**src/core/cko_pkg.sv**
```systemverilog
// cko_pkg: register offsets, field positions, reset values and timing
// counts for the auxiliary control and clock-output block.
// assumes an 8-bit special-function-register port on the system clock.
package cko_pkg;
	// ------------------------------------------------------------
	// register offsets
	// ------------------------------------------------------------
	localparam logic [7:0] AUX_CTRL_ADDR = 8'h8e;
	localparam logic [7:0] WAKE_AND_CLOCK_OUT_CONTROL_ADDR = 8'h8f;
	localparam logic [7:0] BAUD_RELOAD_ADDR = 8'h9c;

	// ------------------------------------------------------------
	// reset values
	// ------------------------------------------------------------
	localparam logic [7:0] AUX_CTRL_RST = 8'h00;
	localparam logic [7:0] WAKE_AND_CLOCK_OUT_CONTROL_RST = 8'h00;
	localparam logic [7:0] BAUD_RELOAD_RST = 8'h00;

	// ------------------------------------------------------------
	// auxiliary control fields
	// ------------------------------------------------------------
	localparam int AUX_T0_BYPASS = 7;
	localparam int AUX_T1_BYPASS = 6;
	localparam int AUX_M0_FAST = 5;
	localparam int AUX_BT_RUN = 4;
	localparam int AUX_S2_DOUBLE = 3;
	localparam int AUX_BT_BYPASS = 2;
	localparam int AUX_RAM_DIS = 1;
	localparam int AUX_S1_SRC = 0;

	// ------------------------------------------------------------
	// wake and clock-out fields
	// ------------------------------------------------------------
	localparam int WK_CA = 7;
	localparam int WK_RX = 6;
	localparam int WK_T1 = 5;
	localparam int WK_T0 = 4;
	localparam int WK_LV = 3;
	localparam int CO_BT = 2;
	localparam int CO_T1 = 1;
	localparam int CO_T0 = 0;

	// ------------------------------------------------------------
	// timing counts
	// ------------------------------------------------------------
	localparam logic [3:0] DIV12_LAST = 4'hb;
	localparam logic [3:0] DIV2_LAST = 4'h1;
	localparam logic [15:0] AUX_RAM_TOP = 16'h03ff;
	localparam int NUM_CLKO = 3;
endpackage

```
**src/core/cko_tick_if.sv**
```systemverilog
// cko_tick_if: prescale strobes and overflow pulses between the control
// core and its helper modules; all on the one system clock.
`timescale 1ns/1ns
interface cko_tick_if;
	logic tick_12;
	logic tick_2;
	logic bt_ovf;
	logic bt_run;
	logic bt_bypass;
	logic [7:0] bt_reload;

	modport pre_src (output tick_12, output tick_2);
	modport bt (input tick_12, input bt_run, input bt_bypass,
		input bt_reload, output bt_ovf);
	modport core (input tick_12, input tick_2, input bt_ovf,
		output bt_run, output bt_bypass, output bt_reload);
endinterface

```
**src/core/cko_aux_ctrl.sv**
```systemverilog
// cko_aux_ctrl: auxiliary control, wake enables, baud-rate timer and the
// three toggling clock outputs, reached on an 8-bit sfr port.
// assumes timers 0/1 and the uarts sit outside and use the strobes here.
`timescale 1ns/1ns

// Notes on behaviour
// - three clock outputs from timer0, timer1, baud
// - timer0 ticks system_clock/12 or system_clock
// - timer1 ticks system_clock/12 or system_clock
// - uart1 mode0 rate system_clock/12 or /2
// - baud timer runs only when run set
// - uart2 rate doubled when bit set
// - baud timer advances every 12 or 1
// - aux ram below 0x0400 unless disabled
// - uart1 baud from timer1 or baud timer
// - counter-array pin wake when enabled
// - receive pin wake when enabled
// - timer1 pin wake when enabled
// - timer0 pin wake when enabled
// - low-voltage detect wake when enabled
// - baud pin toggles on baud overflow
// - timer1 pin toggles on timer1 overflow
// - timer0 pin toggles on timer0 overflow
// - reload register feeds baud timer
// - each overflow toggles latch, 50 percent
module cko_aux_ctrl (
	// clock and reset
	input wire logic clk,
	input wire logic sys_rst,
	// sfr port
	input wire logic [7:0] sfr_addr,
	input wire logic sfr_wr,
	input wire logic sfr_rd,
	input wire logic [7:0] sfr_wdata,
	output logic [7:0] sfr_rdata,
	// overflow pulses from timers 0 and 1
	input wire logic t0_ovf,
	input wire logic t1_ovf,
	// auxiliary ram address check
	input wire logic [15:0] xram_addr,
	output logic xram_onchip_sel,
	// wake sources from pins and interrupt logic (asynchronous)
	input wire logic [4:0] wake_req,
	output logic [4:0] wake_out,
	// timer and uart controls
	output logic timer0_tick,
	output logic timer1_tick,
	output logic serial_mode0_tick,
	output logic second_serial_rate_double,
	output logic first_serial_baud_source,
	output logic baud_timer_ovf,
	// clock pins
	output logic [2:0] clk_pin_out,
	output logic [2:0] clk_pin_oe
);
	typedef struct packed {
		logic [7:0] aux;
		logic [7:0] wake_and_clock_out_control;
		logic [7:0] reload;
		logic [7:0] rdata;
		logic [4:0] wake_sync;
		logic [4:0] wake_meta;
		logic [2:0] pin;
		logic [2:0] oe;
		logic [4:0] wake;
		logic ram_sel;
		logic t0_tick;
		logic t1_tick;
		logic m0_tick;
		logic s2_dbl;
		logic s1_src;
		logic bt_ovf;
	} cko_core_t;

	cko_core_t st_r;
	cko_core_t st_nxt;
	logic [2:0] ovf_src;

	cko_tick_if tk ();

	// ------------------------------------------------------------
	// helpers
	// ------------------------------------------------------------
	cko_prescaler u_pre (
		.clk(clk),
		.sys_rst(sys_rst),
		.tk(tk.pre_src)
	);

	cko_baud_timer u_bt (
		.clk(clk),
		.sys_rst(sys_rst),
		.tk(tk.bt)
	);

	assign tk.bt_run = st_r.aux[cko_pkg::AUX_BT_RUN];
	assign tk.bt_bypass = st_r.aux[cko_pkg::AUX_BT_BYPASS];
	assign tk.bt_reload = st_r.reload;
	assign ovf_src = {tk.bt_ovf, t1_ovf, t0_ovf};

	// ------------------------------------------------------------
	// next state
	// ------------------------------------------------------------
	always_comb begin
		st_nxt = st_r;
		if (sfr_wr) begin
			if (sfr_addr == cko_pkg::AUX_CTRL_ADDR) begin
				st_nxt.aux = sfr_wdata;
			end else if (sfr_addr == cko_pkg::WAKE_AND_CLOCK_OUT_CONTROL_ADDR) begin
				st_nxt.wake_and_clock_out_control = sfr_wdata;
			end else if (sfr_addr == cko_pkg::BAUD_RELOAD_ADDR) begin
				st_nxt.reload = sfr_wdata;
			end
		end
		if (sfr_rd) begin
			if (sfr_addr == cko_pkg::AUX_CTRL_ADDR) begin
				st_nxt.rdata = st_r.aux;
			end else if (sfr_addr == cko_pkg::WAKE_AND_CLOCK_OUT_CONTROL_ADDR) begin
				st_nxt.rdata = st_r.wake_and_clock_out_control;
			end else if (sfr_addr == cko_pkg::BAUD_RELOAD_ADDR) begin
				st_nxt.rdata = st_r.reload;
			end else begin
				st_nxt.rdata = 8'h00;
			end
		end
		// timer prescale selects
		st_nxt.t0_tick = st_r.aux[cko_pkg::AUX_T0_BYPASS] | tk.tick_12;
		st_nxt.t1_tick = st_r.aux[cko_pkg::AUX_T1_BYPASS] | tk.tick_12;
		st_nxt.m0_tick = st_r.aux[cko_pkg::AUX_M0_FAST] ?
			tk.tick_2 : tk.tick_12;
		st_nxt.s2_dbl = st_r.aux[cko_pkg::AUX_S2_DOUBLE];
		st_nxt.s1_src = st_r.aux[cko_pkg::AUX_S1_SRC];
		st_nxt.bt_ovf = tk.bt_ovf;
		st_nxt.ram_sel = ~st_r.aux[cko_pkg::AUX_RAM_DIS] &
			(xram_addr <= cko_pkg::AUX_RAM_TOP);
		// wake gating: bit4..0 = counter array, rx, t1, t0, low voltage
		// pin wake requests pass two flops before the enable gate
		st_nxt.wake_meta = wake_req;
		st_nxt.wake_sync = st_r.wake_meta;
		st_nxt.wake = st_r.wake_sync &
			st_r.wake_and_clock_out_control[cko_pkg::WK_CA:cko_pkg::WK_LV];
		for (int i = 0; i < cko_pkg::NUM_CLKO; i++) begin
			st_nxt.oe[i] = st_r.wake_and_clock_out_control[i];
			if (!st_r.wake_and_clock_out_control[i]) begin
				st_nxt.pin[i] = 1'b0;
			end else if (ovf_src[i]) begin
				st_nxt.pin[i] = ~st_r.pin[i];
			end
		end
	end

	always_ff @(posedge clk) begin
		if (sys_rst) begin
			st_r <= '0;
		end else begin
			st_r <= st_nxt;
		end
	end

	// ------------------------------------------------------------
	// outputs
	// ------------------------------------------------------------
	assign sfr_rdata = st_r.rdata;
	assign xram_onchip_sel = st_r.ram_sel;
	assign wake_out = st_r.wake;
	assign timer0_tick = st_r.t0_tick;
	assign timer1_tick = st_r.t1_tick;
	assign serial_mode0_tick = st_r.m0_tick;
	assign second_serial_rate_double = st_r.s2_dbl;
	assign first_serial_baud_source = st_r.s1_src;
	assign baud_timer_ovf = st_r.bt_ovf;
	assign clk_pin_out = st_r.pin;
	assign clk_pin_oe = st_r.oe;
endmodule

```
**src/core/cko_baud_timer.sv**
```systemverilog
// cko_baud_timer: 8-bit auto-reload up-counter used as baud generator.
// assumes reload and control bits come from the register core.
`timescale 1ns/1ns
module cko_baud_timer (
	// clock and reset
	input wire logic clk,
	input wire logic sys_rst,
	// control and overflow
	cko_tick_if.bt tk
);
	typedef struct packed {
		logic [7:0] cnt;
		logic ovf;
	} cko_bt_t;

	cko_bt_t st_r;
	cko_bt_t st_nxt;
	logic adv;

	always_comb begin
		st_nxt = st_r;
		st_nxt.ovf = 1'b0;
		adv = tk.bt_run & (tk.bt_bypass | tk.tick_12);
		if (adv) begin
			if (st_r.cnt == 8'hff) begin
				st_nxt.cnt = tk.bt_reload;
				st_nxt.ovf = 1'b1;
			end else begin
				st_nxt.cnt = st_r.cnt + 8'h01;
			end
		end
	end

	always_ff @(posedge clk) begin
		if (sys_rst) begin
			st_r <= '0;
		end else begin
			st_r <= st_nxt;
		end
	end

	assign tk.bt_ovf = st_r.ovf;
endmodule

```
**src/core/cko_prescaler.sv**
```systemverilog
// cko_prescaler: free-running divide-by-12 and divide-by-2 strobes.
// assumes synchronous active-high reset on clk.
`timescale 1ns/1ns
module cko_prescaler (
	// clock and reset
	input wire logic clk,
	input wire logic sys_rst,
	// strobes
	cko_tick_if.pre_src tk
);
	typedef struct packed {
		logic [3:0] cnt12;
		logic [3:0] cnt2;
		logic t12;
		logic t2;
	} cko_pre_t;

	cko_pre_t st_r;
	cko_pre_t st_nxt;

	always_comb begin
		st_nxt = st_r;
		st_nxt.t12 = (st_r.cnt12 == cko_pkg::DIV12_LAST);
		st_nxt.t2 = (st_r.cnt2 == cko_pkg::DIV2_LAST);
		st_nxt.cnt12 = st_nxt.t12 ? 4'h0 : st_r.cnt12 + 4'h1;
		st_nxt.cnt2 = st_nxt.t2 ? 4'h0 : st_r.cnt2 + 4'h1;
	end

	always_ff @(posedge clk) begin
		if (sys_rst) begin
			st_r <= '0;
		end else begin
			st_r <= st_nxt;
		end
	end

	assign tk.tick_12 = st_r.t12;
	assign tk.tick_2 = st_r.t2;
endmodule

```
**config.mk**
```make
export PLATFORM = sky130hd
export DESIGN_NAME = cko_aux_ctrl
export DESIGN_NICKNAME = d
export VERILOG_FILES = /design/src/core/cko_pkg.sv /design/src/core/cko_tick_if.sv /design/src/core/cko_aux_ctrl.sv /design/src/core/cko_baud_timer.sv /design/src/core/cko_prescaler.sv
export SDC_FILE = /design/constraint.sdc
export NUM_CORES = 1
export LEC_CHECK = 0
export BUFFER_PORTS_ARGS = -buffer_cell sky130_fd_sc_hd__buf_4
export CORE_ASPECT_RATIO = 0.75
export CORE_MARGIN = 3
export CORE_UTILIZATION = 48
export DETAILED_ROUTE_END_ITERATION = 6
export MAX_ROUTING_LAYER = met4
export PLACE_DENSITY = 0.7
export SYNTH_ARGS = -nofsm -noshare
export SYNTH_HDL_FRONTEND = slang
export SYNTH_SLANG_ARGS = --single-unit
```
**constraint.sdc**
```tcl
create_clock -name clk -period 1.77 [get_ports clk]
set_input_delay 0.0885 -clock clk [delete_from_list [all_inputs] [get_ports clk]]
set_output_delay 0.0885 -clock clk [all_outputs]
set_load 0.005 [all_outputs]
```
Yosys cells after proc, flatten, opt, wreduce, memory -nomap -nowiden --
Index checks and enable logic that the tools add are counted.
Word-level totals: output and inout bits 26, logic and storage cells 65, flip-flop bits (word level) 79, input bits 43
Cells by class: equality and inequality tests 6, add/subtract/negate cells 3, multiplexer cells 6, reduce and logical (&&, ||, !) cells 9, bitwise logic cells 16, order comparisons 1
Operators by type and width (number):
- == test 8 bit (second input constant) | 4
- two-way mux 8 bit | 4
- less-or-equal comparator 16 x 10 -> 1 bit (second input constant) | 1
- OR reduction 2 bit | 6
- inverter 1 bit | 10
- adder 4 x 1 -> 4 bit (second input constant) | 2
- adder 8 x 1 -> 8 bit (second input constant) | 1
- bitwise AND 5 bit | 1
- == test 4 x 1 -> 1 bit (second input constant) | 1
- == test 4 bit (second input constant) | 1
- AND reduction 4 bit | 1
- OR 1 bit | 3
- AND reduction 3 bit | 1
- bitwise AND 1 bit | 2
- two-way mux 1 bit | 2
- AND reduction 2 bit | 1

Longest topological paths before layout --
depth in word-level cells 4, depth in mapped cells 6, depth with buffers taken out 6

Cells and area by module --
Synthesis repeated with hierarchy kept, for this count alone.
Second synthesis, totals: cell total of the unflattened synthesis 321, area, all modules 3288.2 µm²
Modules (own cells, without submodules):
- cko_aux_ctrl | area each 2376.0 µm², instances 1, cells each 222
- cko_baud_timer | area each 526.8 µm², instances 1, cells each 61
- cko_prescaler | area each 385.4 µm², instances 1, cells each 38

Worst setup path after synthesis --
OpenSTA, ideal clock, no wires.
kind register -> register, from reg u_bt.st_r[1] (netlist name), to reg u_bt.st_r[4] (netlist name), slack 0.303 ns, clock period less this slack 1.467 ns, stages on the path, launching flop included 7, arrival 1.335 ns, setup time 0.132 ns, data required time 1.638 ns, buffers on the path 1, cell sequence dfxtp_1 > ha_1 > and4_1 > clkbuf_1 > nand2_1 > a31oi_1 > a21oi_1
Between the ends: word-level cells in the longest chain between the ends 2
Ends and longest elaborated chain:
- start, declared | RTL line cko_baud_timer.sv:16 | cko_bt_t st_r;
- start signal, assigned | RTL line cko_baud_timer.sv:38 | st_r <= st_nxt;
- adder 8 x 1 -> 8 bit / == test 8 bit (equally long branches) | RTL line cko_baud_timer.sv:29, cko_baud_timer.sv:25
- two-way mux 8 bit * | RTL line cko_baud_timer.sv:25 | if (st_r.cnt == 8'hff) begin
Every way passes the cells marked *; elsewhere a longest branch is shown, timed or not. A chain may end at the register's enable or synchronous reset.

Final worst setup path --
from reg st_r[53] (netlist name), to reg st_r, in the netlist xram_onchip_sel
Between the ends: word-level cells in the longest chain between the ends 2
Ends and longest elaborated chain:
- start, declared | RTL line cko_aux_ctrl.sv:75 | cko_core_t st_r;
- start signal, assigned | RTL line cko_aux_ctrl.sv:156 | st_r <= st_nxt;
- inverter 1 bit | RTL line cko_aux_ctrl.sv:134 | st_nxt.ram_sel = ~st_r.aux[cko_pkg::AUX_RAM_DIS] &
- bitwise AND 1 bit | RTL line cko_aux_ctrl.sv:134
No other way between the ends.

==> results.cfg <==
[synth]
syn_inst = 330
ys_ff_latch = 79
yosysSeqAreaShare_pct = 48.9
synth_area_mm2 = 0.00324
ys_types = 48
synth.top_cell.area_share_pct = 48.9
yosysTopAreaCell = dfxtp_1
yosys-top-cells-area = dfxtp_1, mux2i_1, nor2_1, buf_4, nand2_1
syn_avg_cell_area_um2 = 9.81
synthesis.nets = 377
ys.warnings.count = 0

[critical_path]
start_kind = register
worst-path-max-fanout = 3
rr_worst_depth = 3
crit_arrival_ns = 1.88
r2r_end = xram_onchip_sel
worst_ep_required_time_ns = 2.06
rrSetupSlack_ns = 0.18
endpoint_kind = register
r2r_start = st_r[53]
crit_type = register to register

[floorplan]
start_util_pct = 50.5
rows = 25
boundaryPins = 69
die_area_mm2 = 0.00777
die_h_um = 77.1
core_area_mm2 = 0.00641
die_w_um = 101

[cts]
cts_setup_buffers = 0
cts_resized = 0
cts_hold_buffers = 17
cts_max_level = 3
cts-root-buf = clkbuf_8
cts_buffers = 9
clk_pin_slew_worst_paths_ns = 0.09
clock_path_buffers = 2
tritoncts = yes
cts_sinks = 79
clock_latency_ns = 0.35

[cells_and_area]
syn_to_final_growth_pct = 22.9
fin_cells = 473
fin_nets = 434
n_antenna_cell = 0
stdcell_area_mm2 = 0.00398
fillers = 549
drive_gt1_share_pct = 22.2

[sta]
slew_viol_final = 0
setup_viol = 0
worst_slew_pin_slew_ns = 0.749
finClkSkew_ns = 0.00975
fin_tns_setup_ns = 0
finalCriticalPeriod_ns = 1.59
fin_crit_sh_pct = 89.7
hold_viol_final = 0
rsz0062_at_grt = false
relSlewSlack_pct = 50.1
fmax_ghz = 0.630

[status]
status = completed

[power]
irDropWorstVdd_mv = 0.490
powerDensity_mw_per_mm2 = 873
cellLeakagePower_nw = 1.61

[grt]
grt_pass1_wl_um = 11000
grt.total_usage_pct = 18.5
grt_max_degree = 77
antenna_found_initial = 0
grt_pass1_vias = 2341
grt_overflow_total = 0

[placement]
hpwl_um = 4430
placed_cell_area_mm2 = 0.00360
dpl.cell_count = 440
routabilityCongestion = 0.823
io_buffers = 58

[detailed_routing]
wire_per_inst_um = 14.1
ant_nets = 0
drtIter0Drc = 135
drtPass1Iterations = 4
drcViolationCount = 0
avgViaCountPerCell = 5.26
wirelength_um = 6660
route.vias.total = 2486

[worst_hold_path]
hp-start = t0_ovf
min_path_cells = 3
min_path_type = input port to register
hold_end = clk_pin_out[0]

[flow_run]
cap_violations = 0
## flip-flops by register name (all words and copies together), names as in the netlist, 5 cells and up
signal,cells
wake_out,5
u_bt.st_r,8
st_nxt,10
sfr_rdata,8
st_r,16
u_pre.st_r,8
tk.bt_reload,8
## Yosys cell counts (all sizes together)
library cell and number:
nand3 4, xor2 4, o21ai 3, xnor2 1, and4bb 1, nand4bb 1, and3b 1, nor2 53
o2bb2ai 1, a311oi 9, o211ai 1, a22oi 1, ha 4, nor3 8, nor3b 3, a211oi 1
a32o 7, mux2 1, a21oi 4, and4b 1, nand4b 2, and3 3, a21o 1, a31oi 4
and2 5, o21a 2, inv 3, a2111oi 1, dfxtp 79, buf 26, nand4 3, nand2 29
or3 1, clkbuf 8, nor4b 1, a41oi 1, and4 2, nand2b 2, o311ai 1, mux2i 28
nor2b 17, or4 2
## critical path, cell delays in order (launching register included)
cell,delay [ns]
dfxtp_1,0.34
or4_1,0.52
dlygate4sd3_1,0.58
nor2_1,0.08
## logic make-up (layout without fill, tap and decap cells)
family          count (synthesis)  after routing  synth area share (%)
mux                            29             29                  9.01
buf+inv                        37             99                  6.88
xor+xnor                        5              5                  1.35
fa+ha+maj                       4              4                  1.55
compound gates                 37             37                  9.51
flops                          79             79                  48.9
simple gates                  139            139                  22.8
## power breakdown
| group | leakage (nW) | switching [mW] | internal [mW] |
|---|---|---|---|
| clock | 0.107 | 0.715 | 0.684 |
| sequential | 0.641 | 0.0231 | 1.81 |
| combinational | 0.865 | 0.109 | 0.127 |
| total | 1.61 | 0.847 | 2.63 |
## layout make-up
class | instances | area (um^2) | share of cell area (%)
Sequential cell | 79 | 1580 | 39.7
Multi-Input combinational cell | 214 | 1430 | 36.0
Timing Repair Buffer | 80 | 643 | 16.2
Clock buffer | 9 | 124 | 3.11
Tap cell | 81 | 101 | 2.55
Clock inverter | 7 | 85.1 | 2.14
Inverter | 3 | 11.3 | 0.283
## worst max-delay path by stage
stage	start	end	slack [ns]	depth (start not counted)
floorplan	u_bt.st_r[1]	u_bt.st_r[4]	0.30	6
global placement	sfr_addr[4]	sfr_rdata[0]	0.22	5
detailed placement	sfr_addr[4]	sfr_rdata[0]	0.20	5
CTS	xram_addr[11]	xram_onchip_sel	0.21	5
global route	u_bt.st_r[1]	u_bt.st_r[4]	0.05	5
finish	st_r[53]	xram_onchip_sel	0.18	3
## cell usage in the layout (no fill, tap or decap), types with 4 or more instances in the layout
| cell | n |
|---|---|
| dfxtp_1 | 79 |
| buf_4 | 63 |
| nor2_1 | 53 |
| nand2_1 | 29 |
| mux2i_1 | 28 |
| nor2b_1 | 17 |
| dlygate4sd3_1 | 17 |
| a311oi_1 | 9 |
| clkbuf_8 | 9 |
| a32o_1 | 7 |
| nor3_1 | 6 |
| and2_1 | 5 |
| nand3_1 | 4 |
| a21oi_1 | 4 |
| a31oi_1 | 4 |
| xor2_1 | 4 |
| ha_1 | 4 |
| inv_6 | 4 |
## routing by layer
layer	wire [um]	vias up	GRT usage, %
met5	0	-	-
met4	25	0	4.04
met3	484	2	6.91
li1	-	1248	-
met1	3120	1165	23.8
met2	3040	71	28.0
## metrics by stage
stage	power (mW)	hold WS (ns)	worst slack [ns]	util, %
floorplan	1.99	0.168	0.303	-
global placement	2.08	0.297	0.220	56.1
detailed placement	2.09	0.304	0.201	56.1
CTS	3.51	0.0370	0.214	62.0
global route	3.63	0.0374	0.0546	62.0
finish	3.47	0.0467	0.182	62.0
Power figures use the tool's default switching activity.
